[config.mk]
export PLATFORM = sky130hd
export DESIGN_NAME = scs_top
export DESIGN_NICKNAME = d
export VERILOG_FILES = /design/src/hdl/scs_pkg.sv /design/src/hdl/scs_strap_if.sv /design/src/hdl/scs_sync.sv /design/src/hdl/scs_strap_latch.sv /design/src/hdl/scs_top.sv
export SDC_FILE = /design/constraint.sdc
export NUM_CORES = 1
export LEC_CHECK = 0
export ABC_AREA = 1
export BUFFER_PORTS_ARGS = -buffer_cell sky130_fd_sc_hd__clkbuf_2
export CAP_MARGIN = 10
export CORE_ASPECT_RATIO = 0.8
export CORE_MARGIN = 2
export CORE_UTILIZATION = 48
export CTS_BUF_LIST = sky130_fd_sc_hd__clkbuf_4 sky130_fd_sc_hd__clkbuf_8 sky130_fd_sc_hd__clkbuf_16
export CTS_CLUSTER_SIZE = 8
export DETAILED_ROUTE_END_ITERATION = 6
export PLACE_DENSITY = 0.83
export SYNTH_ARGS = -nofsm -noshare
export SYNTH_HDL_FRONTEND = slang
export SYNTH_SLANG_ARGS = --single-unit
[constraint.sdc]
create_clock -name sys_clk -period 1.2 [get_ports sys_clk]
set_input_delay 0.24 -clock sys_clk [delete_from_list [all_inputs] [get_ports sys_clk]]
set_output_delay 0.24 -clock sys_clk [all_outputs]
set_load 0.03 [all_outputs]
[src/hdl/scs_pkg.sv]
// Constants, encodings and helpers for the strap and configuration-select block.
// Assumes a 200 MHz system clock and a 32-bit AXI4-Lite register port.
package scs_pkg;

  localparam int unsigned CLK_PERIOD_NS = 5;
  localparam int unsigned RST_MIN_NS = 1000;
  localparam int unsigned RST_MIN_CYC_I = (RST_MIN_NS + CLK_PERIOD_NS - 1) / CLK_PERIOD_NS;
  localparam int unsigned RST_CNT_W = 8;
  localparam logic [RST_CNT_W-1:0] RST_MIN_CYC = RST_CNT_W'(RST_MIN_CYC_I);

  localparam int unsigned SYNC_W = 6;

  localparam logic [1:0] SEL_DEFAULT = 2'h0;
  localparam logic [1:0] SEL_SMBUS = 2'h1;
  localparam logic [1:0] SEL_DEFAULT_BUS = 2'h2;
  localparam logic [1:0] SEL_EEPROM = 2'h3;

  localparam logic [6:0] SMBUS_SLAVE_ADDR = 7'h2c;

  localparam int unsigned AXI_AW = 8;
  localparam logic [AXI_AW-1:0] REG_CTRL_ADDR = 8'h00;
  localparam logic [AXI_AW-1:0] REG_STATUS_ADDR = 8'h04;
  localparam logic [1:0] RESP_OKAY = 2'h0;
  localparam logic [1:0] RESP_SLVERR = 2'h2;

  // Control register fields
  localparam int unsigned CTRL_IND_EN = 0;
  localparam int unsigned CTRL_FP_LO = 1;
  localparam int unsigned CTRL_FP_HI = 2;
  localparam int unsigned CTRL_ACT_LOW = 3;
  localparam int unsigned CTRL_BUS_PWR = 4;
  localparam int unsigned CTRL_W = 5;
  localparam logic [CTRL_W-1:0] CTRL_RESET = 5'h01;

  // Status register fields
  localparam int unsigned ST_METHOD_LO = 0;
  localparam int unsigned ST_FP_LO = 2;
  localparam int unsigned ST_ACT_LOW = 4;
  localparam int unsigned ST_SELF_PWR = 5;
  localparam int unsigned ST_ACTIVE = 6;
  localparam int unsigned ST_LOADED = 7;
  localparam int unsigned ST_PAIR_LO = 8;

  // 00 all removable, 01 port 1 fixed, 1x ports 1 and 2 fixed
  function automatic logic [1:0] fixed_decode(input logic [1:0] pair);
    logic [1:0] m;
    m = 2'h0;
    if (pair[1])
      m = 2'h3;
    else if (pair[0])
      m = 2'h1;
    return m;
  endfunction

  function automatic logic strap_mode(input logic [1:0] method);
    return (method == SEL_DEFAULT) || (method == SEL_DEFAULT_BUS);
  endfunction

endpackage

[src/hdl/scs_strap_if.sv]
// Latched strap values passed from the capture module to the top.
// Assumes one producer (latch) and one consumer (top).
`timescale 1ns/10ps
interface scs_strap_if;
  logic loaded;
  logic [1:0] method;
  logic [1:0] pair;
  modport latch (output loaded, output method, output pair);
  modport user (input loaded, input method, input pair);
endinterface // scs_strap_if

[src/hdl/scs_sync.sv]
// Two-flop synchroniser for a bundle of independent pin levels.
// Assumes each bit is a slow level; no bus coherence across bits.
`timescale 1ns/10ps
module scs_sync #(
  parameter int unsigned W = 1
) (
  input wire logic sys_clk,
  input wire logic sys_rst,
  input wire logic [W-1:0] din,
  output logic [W-1:0] dout
);
  logic [W-1:0] meta_q;
  logic [W-1:0] meta_d;
  logic [W-1:0] sync_q;
  logic [W-1:0] sync_d;

  always_comb
  begin
    meta_d = din;
    sync_d = meta_q;
  end

  always_ff @(posedge sys_clk)
  begin
    if (sys_rst)
    begin
      meta_q <= '0;
      sync_q <= '0;
    end
    else
    begin
      meta_q <= meta_d;
      sync_q <= sync_d;
    end
  end

  assign dout = sync_q;
endmodule // scs_sync

[src/hdl/scs_strap_latch.sv]
// Captures the configuration-select and fixed-port straps on one pulse.
// Assumes capture is a single-cycle pulse at reset release; cleared only by sys_rst.
`timescale 1ns/10ps
module scs_strap_latch (
  input wire logic sys_clk,
  input wire logic sys_rst,
  input wire logic capture,
  input wire logic [1:0] method_pin,
  input wire logic [1:0] pair_pin,
  scs_strap_if.latch st
);
  logic loaded_q;
  logic loaded_d;
  logic [1:0] method_q;
  logic [1:0] method_d;
  logic [1:0] pair_q;
  logic [1:0] pair_d;

  // Pins are ignored outside the capture pulse, since they serve other uses later
  always_comb
  begin
    loaded_d = loaded_q;
    method_d = method_q;
    pair_d = pair_q;
    if (capture)
    begin
      loaded_d = 1'b1;
      method_d = method_pin;
      pair_d = pair_pin;
    end
  end

  always_ff @(posedge sys_clk)
  begin
    if (sys_rst)
    begin
      loaded_q <= 1'b0;
      method_q <= scs_pkg::SEL_DEFAULT;
      pair_q <= 2'h0;
    end
    else
    begin
      loaded_q <= loaded_d;
      method_q <= method_d;
      pair_q <= pair_d;
    end
  end

  assign st.loaded = loaded_q;
  assign st.method = method_q;
  assign st.pair = pair_q;

  property p_hold;
    @(posedge sys_clk) disable iff (sys_rst)
    !capture |=> (method_q == $past(method_q)) && (pair_q == $past(pair_q));
  endproperty
  a_hold: assert property (p_hold) else $error("latched straps changed without capture");
endmodule // scs_strap_latch

[src/hdl/scs_top.sv]
// Strap sampling, configuration-method select, activity indicator and self-power sense.
// Assumes pins are asynchronous to sys_clk; hub status inputs are on sys_clk.
`timescale 1ns/10ps
module scs_top (
  input wire logic sys_clk,
  input wire logic sys_rst,
  input wire logic reset_n_pin,
  input wire logic por_ok,
  input wire logic config_method_sel_lo,
  input wire logic config_method_sel_hi,
  input wire logic fixed_port_strap_hi,
  input wire logic act_pin_i,
  output logic act_pin_o,
  output logic act_pin_oe,
  input wire logic hub_configured,
  input wire logic hub_suspended,
  output logic logic_rst,
  output logic strap_enabled,
  output logic smbus_slave_en,
  output logic eeprom_load_en,
  output logic [6:0] smbus_slave_addr,
  output logic [1:0] fixed_ports,
  output logic self_powered,
  input wire logic [7:0] s_axi_awaddr,
  input wire logic s_axi_awvalid,
  output logic s_axi_awready,
  input wire logic [31:0] s_axi_wdata,
  input wire logic [3:0] s_axi_wstrb,
  input wire logic s_axi_wvalid,
  output logic s_axi_wready,
  output logic [1:0] s_axi_bresp,
  output logic s_axi_bvalid,
  input wire logic s_axi_bready,
  input wire logic [7:0] s_axi_araddr,
  input wire logic s_axi_arvalid,
  output logic s_axi_arready,
  output logic [31:0] s_axi_rdata,
  output logic [1:0] s_axi_rresp,
  output logic s_axi_rvalid,
  input wire logic s_axi_rready
);
  logic [scs_pkg::SYNC_W-1:0] sync_out;
  logic rstn_s;
  logic por_s;
  logic [1:0] sel_s;
  logic [1:0] pair_s;
  logic rel;
  logic capture;
  scs_strap_if st ();

  scs_sync #(.W(scs_pkg::SYNC_W)) u_sync (
    .sys_clk(sys_clk),
    .sys_rst(sys_rst),
    .din({reset_n_pin, por_ok, config_method_sel_hi, config_method_sel_lo,
          fixed_port_strap_hi, act_pin_i}),
    .dout(sync_out)
  );

  assign {rstn_s, por_s, sel_s, pair_s} = sync_out;
  assign rel = rstn_s & por_s;

  // Reset release and minimum reset length
  logic rel_q;
  logic rel_d;
  logic [scs_pkg::RST_CNT_W-1:0] rcnt_q;
  logic [scs_pkg::RST_CNT_W-1:0] rcnt_d;
  logic lrst_q;
  logic lrst_d;

  assign capture = rel & ~rel_q;

  always_comb
  begin
    rel_d = rel;
    rcnt_d = rcnt_q;
    if (!rel)
      rcnt_d = '0;
    else if (rcnt_q != scs_pkg::RST_MIN_CYC)
      rcnt_d = rcnt_q + 1'b1;
    // Stretch so the core always sees a full minimum reset, even from a glitch
    lrst_d = !rel || (rcnt_q != scs_pkg::RST_MIN_CYC);
  end

  always_ff @(posedge sys_clk)
  begin
    if (sys_rst)
    begin
      rel_q <= 1'b0;
      rcnt_q <= '0;
      lrst_q <= 1'b1;
    end
    else
    begin
      rel_q <= rel_d;
      rcnt_q <= rcnt_d;
      lrst_q <= lrst_d;
    end
  end

  // The shared pin is tristated through reset, so it reads the strap at release
  scs_strap_latch u_latch (
    .sys_clk(sys_clk),
    .sys_rst(sys_rst),
    .capture(capture),
    .method_pin(sel_s),
    .pair_pin(pair_s),
    .st(st)
  );

  // Control register, reset with the core logic
  logic [scs_pkg::CTRL_W-1:0] ctrl_q;
  logic [scs_pkg::CTRL_W-1:0] ctrl_d;
  logic wr_ctrl;
  logic [7:0] wr_byte;

  // Derived settings and registered outputs
  logic smode;
  logic [1:0] fp_sel;
  logic low_sel;
  logic bus_force;
  logic act_q, act_d, oe_q, oe_d, lowq_q, lowq_d;
  logic strap_q, strap_d, smb_q, smb_d, eep_q, eep_d, selfp_q, selfp_d;
  logic [1:0] fp_q;
  logic [1:0] fp_d;
  logic [6:0] addr_q;
  logic [6:0] addr_d;

  always_comb
  begin
    smode = scs_pkg::strap_mode(st.method);
    fp_sel = smode ? scs_pkg::fixed_decode(st.pair)
                   : {ctrl_q[scs_pkg::CTRL_FP_HI], ctrl_q[scs_pkg::CTRL_FP_LO]};
    low_sel = smode ? st.pair[0] : ctrl_q[scs_pkg::CTRL_ACT_LOW];
    bus_force = (st.method == scs_pkg::SEL_DEFAULT_BUS)
             || (!smode && ctrl_q[scs_pkg::CTRL_BUS_PWR]);
    strap_d = 1'b0;
    smb_d = 1'b0;
    eep_d = 1'b0;
    addr_d = '0;
    fp_d = '0;
    lowq_d = 1'b0;
    selfp_d = 1'b0;
    act_d = 1'b0;
    oe_d = 1'b0;
    if (!lrst_q)
    begin
      strap_d = smode;
      smb_d = (st.method == scs_pkg::SEL_SMBUS);
      eep_d = (st.method == scs_pkg::SEL_EEPROM);
      addr_d = smb_d ? scs_pkg::SMBUS_SLAVE_ADDR : 7'h00;
      fp_d = fp_sel;
      lowq_d = low_sel;
      oe_d = ctrl_q[scs_pkg::CTRL_IND_EN];
      // Pin is sensed only while we are not driving it
      selfp_d = oe_q ? selfp_q : (pair_s[0] && !bus_force);
      act_d = (hub_configured && !hub_suspended) ^ low_sel;
    end
  end

  always_ff @(posedge sys_clk)
  begin
    if (sys_rst)
    begin
      strap_q <= 1'b0;
      smb_q <= 1'b0;
      eep_q <= 1'b0;
      addr_q <= '0;
      fp_q <= '0;
      lowq_q <= 1'b0;
      selfp_q <= 1'b0;
      act_q <= 1'b0;
      oe_q <= 1'b0;
    end
    else
    begin
      strap_q <= strap_d;
      smb_q <= smb_d;
      eep_q <= eep_d;
      addr_q <= addr_d;
      fp_q <= fp_d;
      lowq_q <= lowq_d;
      selfp_q <= selfp_d;
      act_q <= act_d;
      oe_q <= oe_d;
    end
  end

  // AXI4-Lite slave; bus handshake survives a pin reset so no beat is dropped
  logic aw_got_q, aw_got_d, w_got_q, w_got_d;
  logic awr_q, awr_d, wr_q, wr_d, bv_q, bv_d, arr_q, arr_d, rv_q, rv_d;
  logic [7:0] waddr_q, waddr_d;
  logic [7:0] wdat_q, wdat_d;
  logic wstb_q, wstb_d;
  logic [1:0] bresp_q, bresp_d, rresp_q, rresp_d;
  logic [31:0] rdata_q, rdata_d;
  logic [31:0] status;

  always_comb
  begin
    status = '0;
    status[scs_pkg::ST_METHOD_LO +: 2] = st.method;
    status[scs_pkg::ST_FP_LO +: 2] = fp_q;
    status[scs_pkg::ST_ACT_LOW] = lowq_q;
    status[scs_pkg::ST_SELF_PWR] = selfp_q;
    status[scs_pkg::ST_ACTIVE] = act_q ^ lowq_q;
    status[scs_pkg::ST_LOADED] = st.loaded;
    status[scs_pkg::ST_PAIR_LO +: 2] = st.pair;
  end

  always_comb
  begin
    aw_got_d = aw_got_q;
    w_got_d = w_got_q;
    waddr_d = waddr_q;
    wdat_d = wdat_q;
    wstb_d = wstb_q;
    bv_d = bv_q;
    bresp_d = bresp_q;
    wr_ctrl = 1'b0;
    wr_byte = wdat_q;
    if (s_axi_awvalid && awr_q)
    begin
      aw_got_d = 1'b1;
      waddr_d = s_axi_awaddr;
    end
    if (s_axi_wvalid && wr_q)
    begin
      w_got_d = 1'b1;
      wdat_d = s_axi_wdata[7:0];
      wstb_d = s_axi_wstrb[0];
    end
    if (aw_got_q && w_got_q && !bv_q)
    begin
      aw_got_d = 1'b0;
      w_got_d = 1'b0;
      bv_d = 1'b1;
      if (waddr_q == scs_pkg::REG_CTRL_ADDR)
      begin
        wr_ctrl = wstb_q;
        bresp_d = scs_pkg::RESP_OKAY;
      end
      else if (waddr_q == scs_pkg::REG_STATUS_ADDR)
        bresp_d = scs_pkg::RESP_OKAY;
      else
        bresp_d = scs_pkg::RESP_SLVERR;
    end
    else if (bv_q && s_axi_bready)
      bv_d = 1'b0;
    awr_d = !aw_got_d && !bv_d;
    wr_d = !w_got_d && !bv_d;
    arr_d = arr_q || !rv_q;
    rv_d = rv_q;
    rdata_d = rdata_q;
    rresp_d = rresp_q;
    if (s_axi_arvalid && arr_q)
    begin
      arr_d = 1'b0;
      rv_d = 1'b1;
      rresp_d = scs_pkg::RESP_OKAY;
      rdata_d = '0;
      if (s_axi_araddr == scs_pkg::REG_CTRL_ADDR)
        rdata_d = 32'(ctrl_q);
      else if (s_axi_araddr == scs_pkg::REG_STATUS_ADDR)
        rdata_d = status;
      else
        rresp_d = scs_pkg::RESP_SLVERR;
    end
    else if (rv_q && s_axi_rready)
    begin
      rv_d = 1'b0;
      arr_d = 1'b1;
    end
  end

  always_ff @(posedge sys_clk)
  begin
    if (sys_rst)
    begin
      aw_got_q <= 1'b0;
      w_got_q <= 1'b0;
      waddr_q <= '0;
      wdat_q <= '0;
      wstb_q <= 1'b0;
      bv_q <= 1'b0;
      bresp_q <= scs_pkg::RESP_OKAY;
      awr_q <= 1'b0;
      wr_q <= 1'b0;
      arr_q <= 1'b0;
      rv_q <= 1'b0;
      rdata_q <= '0;
      rresp_q <= scs_pkg::RESP_OKAY;
    end
    else
    begin
      aw_got_q <= aw_got_d;
      w_got_q <= w_got_d;
      waddr_q <= waddr_d;
      wdat_q <= wdat_d;
      wstb_q <= wstb_d;
      bv_q <= bv_d;
      bresp_q <= bresp_d;
      awr_q <= awr_d;
      wr_q <= wr_d;
      arr_q <= arr_d;
      rv_q <= rv_d;
      rdata_q <= rdata_d;
      rresp_q <= rresp_d;
    end
  end

  always_comb
  begin
    ctrl_d = ctrl_q;
    if (wr_ctrl)
      ctrl_d = wr_byte[scs_pkg::CTRL_W-1:0];
  end

  always_ff @(posedge sys_clk)
  begin
    if (sys_rst || lrst_q)
      ctrl_q <= scs_pkg::CTRL_RESET;
    else
      ctrl_q <= ctrl_d;
  end

  assign act_pin_o = act_q;
  assign act_pin_oe = oe_q;
  assign logic_rst = lrst_q;
  assign strap_enabled = strap_q;
  assign smbus_slave_en = smb_q;
  assign eeprom_load_en = eep_q;
  assign smbus_slave_addr = addr_q;
  assign fixed_ports = fp_q;
  assign self_powered = selfp_q;
  assign s_axi_awready = awr_q;
  assign s_axi_wready = wr_q;
  assign s_axi_bvalid = bv_q;
  assign s_axi_bresp = bresp_q;
  assign s_axi_arready = arr_q;
  assign s_axi_rvalid = rv_q;
  assign s_axi_rdata = rdata_q;
  assign s_axi_rresp = rresp_q;

  property p_rst_low;
    @(posedge sys_clk) disable iff (sys_rst)
    !rstn_s |=> lrst_q ##1 (lrst_q && !act_pin_oe);
  endproperty
  a_rst_low: assert property (p_rst_low) else $error("core left reset while pin low");

  property p_por;
    @(posedge sys_clk) disable iff (sys_rst)
    !por_s |=> lrst_q;
  endproperty
  a_por: assert property (p_por) else $error("core left reset before power-on release");

  property p_act;
    @(posedge sys_clk) disable iff (sys_rst)
    !lrst_q |=> act_pin_o == (($past(hub_configured) && !$past(hub_suspended)) ^ lowq_q);
  endproperty
  a_act: assert property (p_act) else $error("indicator level wrong");

  property p_selfpwr;
    @(posedge sys_clk) disable iff (sys_rst)
    (!lrst_q && !oe_q && st.method == scs_pkg::SEL_DEFAULT) |=> self_powered == $past(pair_s[0]);
  endproperty
  a_selfpwr: assert property (p_selfpwr) else $error("self-power sense wrong");

  property p_fixed;
    @(posedge sys_clk) disable iff (sys_rst)
    (!lrst_q && smode) |=> fixed_ports == {$past(st.pair[1]), |$past(st.pair)};
  endproperty
  a_fixed: assert property (p_fixed) else $error("fixed-port decode wrong");

  property p_pol;
    @(posedge sys_clk) disable iff (sys_rst)
    (!lrst_q && smode) |=> lowq_q == $past(st.pair[0]);
  endproperty
  a_pol: assert property (p_pol) else $error("indicator polarity wrong");

  property p_bus;
    @(posedge sys_clk) disable iff (sys_rst)
    (!lrst_q && st.method == scs_pkg::SEL_DEFAULT_BUS) |=> !self_powered && strap_enabled;
  endproperty
  a_bus: assert property (p_bus) else $error("bus-power select not honoured");

  property p_smb;
    @(posedge sys_clk) disable iff (sys_rst)
    (!lrst_q && st.method == scs_pkg::SEL_SMBUS) |=> smbus_slave_en && !eeprom_load_en
      && smbus_slave_addr == scs_pkg::SMBUS_SLAVE_ADDR;
  endproperty
  a_smb: assert property (p_smb) else $error("SMBus mode outputs wrong");

  property p_eep;
    @(posedge sys_clk) disable iff (sys_rst)
    (!lrst_q && st.method == scs_pkg::SEL_EEPROM) |=> eeprom_load_en && !strap_enabled;
  endproperty
  a_eep: assert property (p_eep) else $error("EEPROM mode outputs wrong");

  property p_regs;
    @(posedge sys_clk) disable iff (sys_rst)
    (!lrst_q && !smode) |=>
      fixed_ports == $past({ctrl_q[scs_pkg::CTRL_FP_HI], ctrl_q[scs_pkg::CTRL_FP_LO]});
  endproperty
  a_regs: assert property (p_regs) else $error("straps used in register mode");

  property p_cap;
    @(posedge sys_clk) disable iff (sys_rst)
    capture |=> st.method == $past(sel_s) && st.pair == $past(pair_s);
  endproperty
  a_cap: assert property (p_cap) else $error("selects not captured at release");
endmodule // scs_top

==> results of run 1 <==
==> how the worst max path moves through the flow <==
| stage | start | end | slack (ns) | depth (start not counted) |
|---|---|---|---|---|
| final | rcnt_q[0] | rcnt_q[1] | 0.04 | 7 |
| after global routing | s_axi_arready | s_axi_rdata[3] | -0.02 | 6 |
| after CTS | smbus_slave_addr[3] | smbus_slave_addr[2] | 0.004 | 1 |
| after detailed placement | sys_rst | rcnt_q[1] | 0.02 | 6 |
| after global placement | sys_rst | rcnt_q[1] | 0.06 | 6 |
| after floorplan | s_axi_arready | s_axi_rresp[1] | 0.03 | 4 |
==> Yosys cell counts <==
master and n:
and2_1 1, nand3_2 3, ha_1 2, nor4_1 2
clkinv_2 1, buf_4 31, buf_2 1, nor2_2 2
or2_1 1, inv_1 46, a31oi_1 1, conb_1 1
xor2_1 3, nand4_1 1, nand3b_1 2, buf_6 2
inv_2 1, nand2_2 1, nand2_1 55, nand3_1 25
nor2_1 82, nor2_4 1, inv_4 1, a21oi_1 18
clkinv_1 1, clkbuf_1 4, o211ai_1 1, buf_1 1
nor3_2 1, o21ai_0 23, a21oi_2 1, xnor2_1 1
and2_4 1, o21ai_1 2, dfxtp_1 74
==> state kept, by name (all words and copies together), names as in the netlist, 2 cells and up <==
name	flops
waddr_q	8
u_latch.st.method	2
wdat_q	5
u_sync.dout	6
rcnt_q	8
u_latch.st.pair	2
s_axi_rdata	10
ctrl_q	5
u_sync.meta_q	6
fixed_ports	2
==> power groups by stage <==
stage | clock network [uW] | logic [uW] | registers [uW]
finish | 1560 | 522 | 2580
CTS | 1630 | 521 | 2580
global route | 1720 | 579 | 2590
floorplan | 0 | 397 | 2680
detailed placement | 0 | 519 | 2640
global placement | 0 | 509 | 2630
==> layout by cell type, fill, tap and decap left out, types with 2 or more instances in the layout <==
master | Yosys | final
a21oi_1 | 18 | 18
buf_2 | 1 | 2
buf_4 | 31 | 17
clkbuf_2 | 0 | 57
clkbuf_4 | 0 | 4
clkbuf_8 | 0 | 9
clkinv_2 | 1 | 2
conb_1 | 1 | 28
dfxtp_1 | 74 | 71
dfxtp_2 | 0 | 3
inv_1 | 46 | 43
inv_2 | 1 | 4
nand2_1 | 55 | 55
nand3_1 | 25 | 25
nand3_2 | 3 | 3
nand3b_1 | 2 | 2
nor2_1 | 82 | 81
nor2_2 | 2 | 2
nor2_4 | 1 | 2
nor4_1 | 2 | 2
o21ai_0 | 23 | 23
o21ai_1 | 2 | 2
xor2_1 | 3 | 3
==> stage by stage <==
stage	std cells	setup slack, ns
after floorplan	421	0.0341
after CTS	551	0.00423
after detailed placement	538	0.0228
final	553	0.0394
after global routing	553	-0.0238
after global placement	538	0.0625
==> area by class of cell <==
| cell class | instances | area [um2] | share of cell area |
|---|---|---|---|
| timing repair buffer | 77 | 430 | 0.121 |
| multi-input combinational | 258 | 1190 | 0.336 |
| inverter | 50 | 191 | 0.0539 |
| clock buffer | 12 | 146 | 0.0412 |
| tap | 81 | 101 | 0.0285 |
| clock inverter | 1 | 5.00 | 0.00141 |
| sequential | 74 | 1490 | 0.418 |
==> what timing repair did <==
| item | CTS | global route |
|---|---|---|
| pin swaps | 0 | 4 |
| endpoints found under the setup margin | 2 | 21 |
| hold endpoints to repair | 0 | 0 |
| setup buffers | 0 | 2 |
| hold buffers | 0 | 0 |
| gates resized for setup | 3 | 25 |
==> worst max-delay path: stages (launching register included) <==
cell and delay, ns:
dfxtp_2 0.33, inv_2 0.09, ha_4 0.13, inv_2 0.04
nor3_4 0.17, nand2_1 0.13, nand3_1 0.10, o21ai_1 0.06
==> kinds of logic after synthesis <==
family                   after synthesis  share of synthesized area
AND/OR/NAND/NOR                      178                      0.253
flip-flops                            74                      0.491
XOR/XNOR                               4                     0.0116
adder cells (fa/ha/maj)                2                    0.00829
other                                  1                    0.00124
buffers and inverters                 89                      0.156
AO/OA/AOI/OAI                         46                     0.0788
==> layer usage <==
layer | track usage | wire (um) | vias up
li1 | - | - | 1311
met1 | 0.217 | 2680 | 1119
met2 | 0.278 | 2620 | 77
met3 | 0.0631 | 373 | 8
met4 | 0.0637 | 76 | 0
met5 | 0 | 0 | -
==> results by group, run 1 <==
Run status
  – Outcome: finished clean

Finish
  – N_diodes: 0
  – Finished Cell Area: 0.00355 mm2
  – Final Core Density: 0.592
  – FILL cells: between 500 and 600
  – Share of cells above drive strength 1: 0.235
  – # nets final: 539
  – Area Overhead vs Synth: 17.7%

Worst hold path
  – WHS Endpoint: u_sync.meta_q[4]
  – HP Class: primary input to flip-flop
  – Hold Startpoint: por_ok
  – WHS Path Cells: 3

Clock network
  – TritonCTS clock tree: yes
  – TritonCTS Buffers: 9
  – CTS H-tree lvls: 3
  – Clock buffer depth: 2
  – Clock latency on the worst-skew pair: between 0.3 and 0.4 ns
  – Clock Sinks: 74
  – CTS root buf: clkbuf_8
  – Clk pin slew, worst setup/hold paths: ~0.06 ns

Floorplanning
  – # rows: 25
  – Starting Density: 0.502
  – Die height: 74.9 um
  – Die X: 92.7 um
  – Core area: 0.00601 mm2
  – I/O pin cnt: between 100 and 150
  – Die footprint: 0.00694 mm2

Yosys
  – Sequential fraction of the synthesis area: 0.491
  – Syn Std Cell Area: approximately 0.003 mm2
  – Seq cells post-synth: 74
  – Synthesis Warnings: 0
  – Gate Count Post-Synth: 394
  – Syn Area/Cell: between 7 and 8 um2
  – Top cells by area, synth: dfxtp_1, nor2_1, buf_4, nand2_1, inv_1
  – Yosys top cell area share: 0.491
  – Area leader, netlist: dfxtp_1
  – Post-synth cell types: 35

Power
  – Int Pwr: about 3500 uW
  – Pwr Total: around 4700 uW
  – LEAKAGE: 0.00170 uW
  – Net Sw Frac: 0.253
  – Sequential Power Share: 0.554
  – Worst VDD drop: between 0.8 and 0.9 mV
  – Cell Pwr Density: around 1300 mW/mm2
  – Comb power frac: 0.112
  – Psw: between 1000 and 1500 uW
  – Clock share of power: 0.334

Route
  – Wire per inst: about 10 um
  – Initial DRT Pass Iterations: 4
  – Vias: 2515
  – Initial DRC Count: a little over 100
  – Vias per cell: 4.55
  – # DRC: 0
  – Final wirelength: 5760 um
  – Antenna Nets Post-Route: 0

Critical path
  – R2R depth: 7
  – CP startpoint kind: flip-flop
  – Flop-to-flop setup slack: around 0.039 ns
  – RR Startpoint: rcnt_q[0]
  – Crit Path Max Fanout: 3
  – Worst Path Required: ~1.4 ns
  – Worst R2R End: rcnt_q[1]
  – CP Capture Type: flip-flop
  – Critical path class: flip-flop to flip-flop
  – WP data arrival: 1.38 ns

Timing
  – Tcrit/Tclk final: 0.967
  – Worst Skew: 0.00398 ns
  – Final Slew Violations: 0
  – Hold_ws: roughly 0.089 ns
  – Final min period: 1.16 ns
  – Final hold violation count: 0
  – RSZ-0062 raised after global routing: yes
  – Setup violators final: 0
  – Setup_tns: 0 ns
  – Fmax: between 0.8 and 0.9 GHz

Global routing
  – Antenna violations before repair: 0
  – Vias in the first global route: 2124
  – Remaining Overflow, GRT: 0
  – Tot GR Track Use: 0.172
  – First-pass GRT wire length: just over 9000 um
  – Largest net degree at the start of global routing: 17

Placed design
  – Port Buffers: 65
  – DP HPWL: 4270 um
  – Placed Area: 0.00334 mm2
  – RePlAce Congestion: 0.796

Flow run
  – Max-Cap Viols: 0
(Power assumes the default switching activity.)
==> run 2: changes to the inputs <==
Settings changed: CORE_MARGIN 2 to default.
==> run 2 against run 1 <==
Fmax shrank 0.34%. Critical path depth shrank 6. Via count shrank 0.36%. Global-route usage increased by 0.89 points. Non-clock buffer count is the same. Die area is 4.8% lower. Clock skew rose by 0.0016 ns. Total power rose by 2.3%. Highest routed layer unchanged.
==> results by group, run 2 (synthesis gave the netlist of run 1 again) <==
Placed design
  – DP HPWL: 4220 um (-1.2%)
  – Placed instance count: 538 (unchanged)
  – Pre-CTS WS: 0.0355 ns (+0.0127 ns)
  – Port Buffers: 65 (unchanged)
  – RePlAce Congestion: 0.829 (+4.1%)

Critical path
  – CP startpoint kind: flip-flop
  – Cells along the critical path: buf_2
  – Flop-to-flop setup slack: 0.07 ns (+0.03 ns)
  – Crit path buffers/inverters: 1 (-1)
  – CP max stage delay: 0.37 ns (+0.04 ns)
  – CP Capture Type: primary output
  – Critical path class: flip-flop to primary output
  – WP data arrival: 0.92 ns (-0.46 ns)
  – Worst Path Required: 0.96 ns (-0.46 ns)
  – Crit Path Max Fanout: 4 (+1)
  – Crit-path slowest cell: dfxtp_1
  – CP delay by family, top: flip-flops

Finish
  – Final Core Density: 0.599 (+0.00749)
  – FILL cells: 568 (+3.3%)
  – Largest register FFs: 10 (unchanged)
  – # nets final: 540 (+0.19%)
  – Share of cells above drive strength 1: 0.241 (+0.00585)
  – Area Overhead vs Synth: 18.6%
  – N_diodes: 0 (unchanged)
  – Commonest non-fill, non-tap cell in the layout: nor2_1
  – Layout Cells excl Fill: 554 (+0.18%)
  – Most frequent cells in the layout: nor2_1, dfxtp_1, clkbuf_2

Power
  – Cell Pwr Density: 1330 mW/mm2 (+1.6%)
  – LEAKAGE: 0.00170 uW (+0.23%)
  – Pwr Total: 4770 uW (+2.3%)
  – Worst VDD drop: 0.687 mV (-19%)

Timing
  – Worst Skew: 0.00558 ns (+0.00160 ns)
  – Setup WS post-layout: 0.0354 ns (-0.00393 ns)
  – RSZ-0062 raised after global routing: yes
  – Final hold violation count: 0 (unchanged)
  – Final min period: 1.16 ns (+0.00393 ns)
  – Final Slew Violations: 0 (unchanged)
  – Setup violators final: 0 (unchanged)
  – Fmax: 0.859 GHz (-0.34%)
  – Hold_ws: 0.0911 ns (+0.00186 ns)
  – Tcrit/Tclk final: 0.970 (+0.00328)

Floorplanning
  – Core area: 0.00597 mm2 (-0.52%)
  – I/O pin cnt: 124 (unchanged)
  – Starting Density: 0.505 (+0.00263)
  – Die height: 72.9 um (-2.7%)
  – # rows: 25 (unchanged)
  – Die footprint: 0.00661 mm2 (-4.8%)
  – Die X: 90.7 um (-2.2%)

Global routing
  – Remaining Overflow, GRT: 0 (unchanged)
  – Largest net degree at the start of global routing: 21 (+4)
  – Tot GR Track Use: 0.181 (+0.00885)
  – First-pass GRT wire length: 9490 um (+3.3%)
  – Antenna violations before repair: 0 (unchanged)
  – Vias in the first global route: 2185 (+2.9%)

Route
  – Initial DRC Count: 105 (+2.9%)
  – Final wirelength: 5640 um (-1.9%)
  – Wire per inst: 10.2 um (-2.1%)
  – Vias per cell: 4.52 (-0.54%)
  – # DRC: 0 (unchanged)
  – Antenna Nets Post-Route: 0 (unchanged)
  – Vias: 2506 (-0.36%)
  – Initial DRT Pass Iterations: 4 (unchanged)

Clock network
  – TritonCTS clock tree: yes
  – CTS H-tree lvls: 3 (unchanged)
  – CTS root buf: clkbuf_8
  – TritonCTS Buffers: 9 (unchanged)
  – Clock buffer depth: 2 (unchanged)
  – Clk pin slew, worst setup/hold paths: 0.06 ns (about the same)
  – Clock Sinks: 74 (unchanged)
  – Clock latency on the worst-skew pair: 0.34 ns (about the same)

Run status
  – Outcome: finished clean

Flow run
  – Max-Cap Viols: 0 (unchanged)

Worst hold path
  – HP Class: primary input to flip-flop
-- run 2: cell count changes in the layout (fill, tap and decap cells not counted), sizes merged --
cell      delta
clkinvlp     +2
clkbuf       +6
clkinv       -2
buf          -5
-- run 2: final cells by class --
type	instances	area, um2	share of cell area
flip-flops and latches	74	1490	0.416
multi-input cells	258	1190	0.332
repair buffers	77	430	0.120
inverters	50	198	0.0552
clock buffers	13	166	0.0465
well taps	81	101	0.0283
repair inverters	1	5.00	0.00140
-- run 2: report_power, final --
part | total, uW | internal (uW) | switching (uW)
Clock | 1660 | 877 | 782
Sequential | 2580 | 2540 | 40.4
Combinational | 532 | 164 | 368
Total | 4770 | 3580 | 1190
-- run 2: metal layers --
layer  share of wire  up-vias  global-route usage
met5               0        -                   0
met4          0.0053        0              0.0484
met3           0.062        8              0.0667
met2            0.47       68               0.293
met1            0.46     1116               0.231
li1                -     1314                   -
-- run 2: timing repair --
action	in CTS	in global routing
cloned	0	1
pin swaps	0	2
gates resized for setup	2	25
hold buffers	0	0
endpoints found under the setup margin	1	22
buffers inserted	0	2
-- run 2: final timing paths --
check,from,to,cells past startpoint
setup reg to reg,rcnt_q[0],rcnt_q[1],7
setup / recovery,smbus_slave_addr[3],smbus_slave_addr[3],1
hold reg to reg,u_sync.meta_q[5],u_sync.dout[5],2
hold / removal,fixed_port_strap_hi,u_sync.meta_q[1],3
-- run 2: metrics by stage --
| stage | TNS, ns | area, um2 |
|---|---|---|
| finish | 0 | 3580 |
| floorplan | 0 | 3120 |
| CTS | 0 | 3510 |
| detailed placement | 0 | 3340 |
| global placement | 0 | 3340 |
| global route | -0.0440 | 3580 |
==> run 3: changes to the inputs <==
Settings changed: CORE_ASPECT_RATIO 0.8 to 0.5, CORE_MARGIN from default to 1, SKIP_LAST_GASP from default to 1.
==> run 3 against run 2 <==
Total power grew 29%. Clock skew shrank 0.0019 ns. Cell area up 4.8%. Register-to-register slack lost 0.02 ns. Fmax shrank 0.73%. Non-clock buffer count shrank 1. Clock-buffer cell count shrank 3. Flip-flop and latch count did not move. Cell count up 0.90%. Clock power grew 81%. Combinational power rose by 2%. Setup slack worse by 0.0086 ns.
==> results by group, run 3 (synthesis gave the netlist of run 1 again) <==
Global routing
  – First-pass GRT wire length: 10400 um (+9.3%)
  – M1 GR Usage: 0.232 (+0.000853)
  – Fraction of met2 tracks used by global routing: 0.360 (+0.0672)
  – Remaining Overflow, GRT: 0 (unchanged)
  – Layer with the highest usage: met2
  – Tot GR Track Use: 0.204 (+0.0229)
  – Antenna violations before repair: 0 (unchanged)
  – Met3 usage: 0.0617 (-0.00495)
  – Vias in the first global route: 2307 (+5.6%)
  – Largest net degree at the start of global routing: 21 (unchanged)

Floorplanning
  – Core area: 0.00575 mm2 (-3.7%)
  – I/O pin cnt: 124 (unchanged)
  – Die X: 114 um (+26%)
  – Die height: 58.1 um (-20%)
  – Die footprint: 0.00663 mm2 (+0.27%)
  – # rows: 19 (-24%)
  – Starting Density: 0.525 (+0.0194)

Route
  – Initial DRT Pass Iterations: 4 (unchanged)
  – Vias: 2655 (+5.9%)
  – Initial DRC Count: 141 (+34%)
  – Vias per cell: 4.75 (+5.0%)
  – Antenna Nets Post-Route: 0 (unchanged)
  – Final wirelength: 6670 um (+18%)
  – # DRC: 0 (unchanged)
  – Wire per inst: 11.9 um (+17%)

Power
  – Worst VDD drop: 0.880 mV (+28%)
  – Pwr Total: 6140 uW (+29%)
  – Sequential Power Share: 0.422 (-0.119)
  – Comb power frac: 0.088 (-0.023)
  – Net Sw Frac: 0.228 (-0.0212)
  – Clock share of power: 0.490 (+0.143)
  – Int Pwr: 4740 uW (+32%)
  – LEAKAGE: 0.00178 uW (+4.3%)
  – Psw: 1400 uW (+18%)
  – Cell Pwr Density: 1640 mW/mm2 (+23%)

Critical path
  – CP Capture Type: primary output
  – Crit path buffers/inverters: 1 (unchanged)
  – Worst setup path start: s_axi_wready
  – Worst R2R End: ctrl_q[2]
  – Worst Path Required: 0.96 ns (about the same)
  – Flop-to-flop setup slack: 0.05 ns (-0.02 ns)
  – CP max stage delay: 0.37 ns (about the same)
  – CP Capture Point: s_axi_wready
  – Cells along the critical path: clkbuf_2
  – Crit Path Max Fanout: 2 (-2)
  – Number of cells on the critical path: 1 (unchanged)
  – Critical path class: flip-flop to primary output
  – CP startpoint kind: flip-flop
  – R2R depth: 7 (unchanged)
  – CP delay by family, top: flip-flops
  – RR Startpoint: s_axi_bvalid
  – WP data arrival: 0.93 ns (about the same)
  – Crit-path slowest cell: dfxtp_1

Clock network
  – TritonCTS Buffers: 9 (unchanged)
  – TritonCTS clock tree: yes
  – Clock latency on the worst-skew pair: 0.33 ns (about the same)
  – CTS root buf: clkbuf_16
  – Clock Sinks: 74 (unchanged)
  – Clk pin slew, worst setup/hold paths: 0.06 ns (about the same)
  – CTS H-tree lvls: 3 (unchanged)
  – Clock buffer depth: 2 (unchanged)

Timing
  – Hold_ws: 0.0966 ns (+0.00547 ns)
  – Tcrit/Tclk final: 0.978 (+0.00718)
  – Setup violators final: 0 (unchanged)
  – Final Slew Violations: 0 (unchanged)
  – Fmax: 0.852 GHz (-0.73%)
  – RSZ-0062 raised after global routing: yes
  – Setup WS post-layout: 0.0268 ns (-0.00862 ns)
  – Final min period: 1.17 ns (+0.00862 ns)
  – Final hold violation count: 0 (unchanged)
  – Worst Skew: 0.00364 ns (-0.00194 ns)

Flow run
  – Max-Cap Viols: 0 (unchanged)

Finish
  – Share of cells above drive strength 1: 0.251 (+0.00951)
  – Most frequent cells in the layout: nor2_1, dfxtp_1, clkbuf_2
  – Finished Cell Area: 0.00375 mm2 (+4.8%)
  – N_diodes: 0 (unchanged)
  – FILL cells: 464 (-18%)
  – Area Overhead vs Synth: 24.3%
  – Largest register FFs: 10 (unchanged)
  – Commonest non-fill, non-tap cell in the layout: nor2_1
  – # nets final: 539 (-0.19%)

Placed design
  – Port Buffers: 65 (unchanged)
  – Placed Area: 0.00335 mm2 (+0.11%)
  – DP HPWL: 4250 um (+0.76%)
  – Pre-CTS WS: 0.00777 ns (-0.0277 ns)
  – RePlAce Congestion: 0.787 (-5.0%)

Run status
  – Outcome: finished clean

Worst hold path
  – HP Class: primary input to flip-flop
run 3: changes by cell type in the layout (fill, tap and decap cells not counted), sizes merged:
cell and change:
clkinv +3, clkbuf -1, buf -3, bufinv +3
run 3: per-stage QoR:
| step | TNS (ns) | utilization | instances |
|---|---|---|---|
| 2_1_floorplan | 0 | - | 421 |
| 3_3_place_gp | 0 | 0.582 | 541 |
| 3_5_place_dp | 0 | 0.582 | 541 |
| 4_1_cts | 0 | 0.640 | 557 |
| 5_1_grt | -0.0503 | 0.652 | 559 |
| 6_report | 0 | 0.652 | 559 |
run 3: routing by layer:
| layer | vias to the layer above | wire length (um) |
|---|---|---|
| met5 | - | 0 |
| met4 | 0 | 127 |
| met3 | 18 | 486 |
| met2 | 116 | 3210 |
| met1 | 1200 | 2850 |
| li1 | 1321 | - |
run 3: worst min path at each step:
stage                      from                to  cells past startpoint
2_1_floorplan         act_pin_i  u_sync.meta_q[0]                      2
3_3_place_gp   u_sync.meta_q[4]    u_sync.dout[4]                      2
3_5_place_dp   u_sync.meta_q[0]    u_sync.dout[0]                      2
4_1_cts             reset_n_pin  u_sync.meta_q[5]                      3
5_1_grt             reset_n_pin  u_sync.meta_q[5]                      3
6_report            reset_n_pin  u_sync.meta_q[5]                      3
run 3: cell type report:
class / instances / area, um2 / area share
Tap cell: 84 / 105 / 0.0280
Timing Repair inverter: 1 / 5.00 / 0.00133
Clock buffer: 10 / 233 / 0.0620
Timing Repair Buffer: 76 / 410 / 0.109
Multi-Input combinational cell: 258 / 1210 / 0.322
Sequential cell: 74 / 1490 / 0.396
Inverter: 50 / 198 / 0.0527
Clock inverter: 6 / 105 / 0.0280
run 3: power groups by stage:
stage               logic, uW  registers (uW)  clock network (uW)
floorplan                 397            2680                   0
global placement          509            2630                   0
detailed placement        519            2640                   0
CTS                       533            2590                3040
global route              594            2600                3170
finish                    542            2590                3010
run 3: what timing repair did:
action | 4_1_cts | 5_1_grt
hold buffers | 0 | 0
hold endpoints to repair | 0 | 0
setup buffers | 0 | 1
endpoints found under the setup margin | 0 | 13
resized for setup | 0 | 19
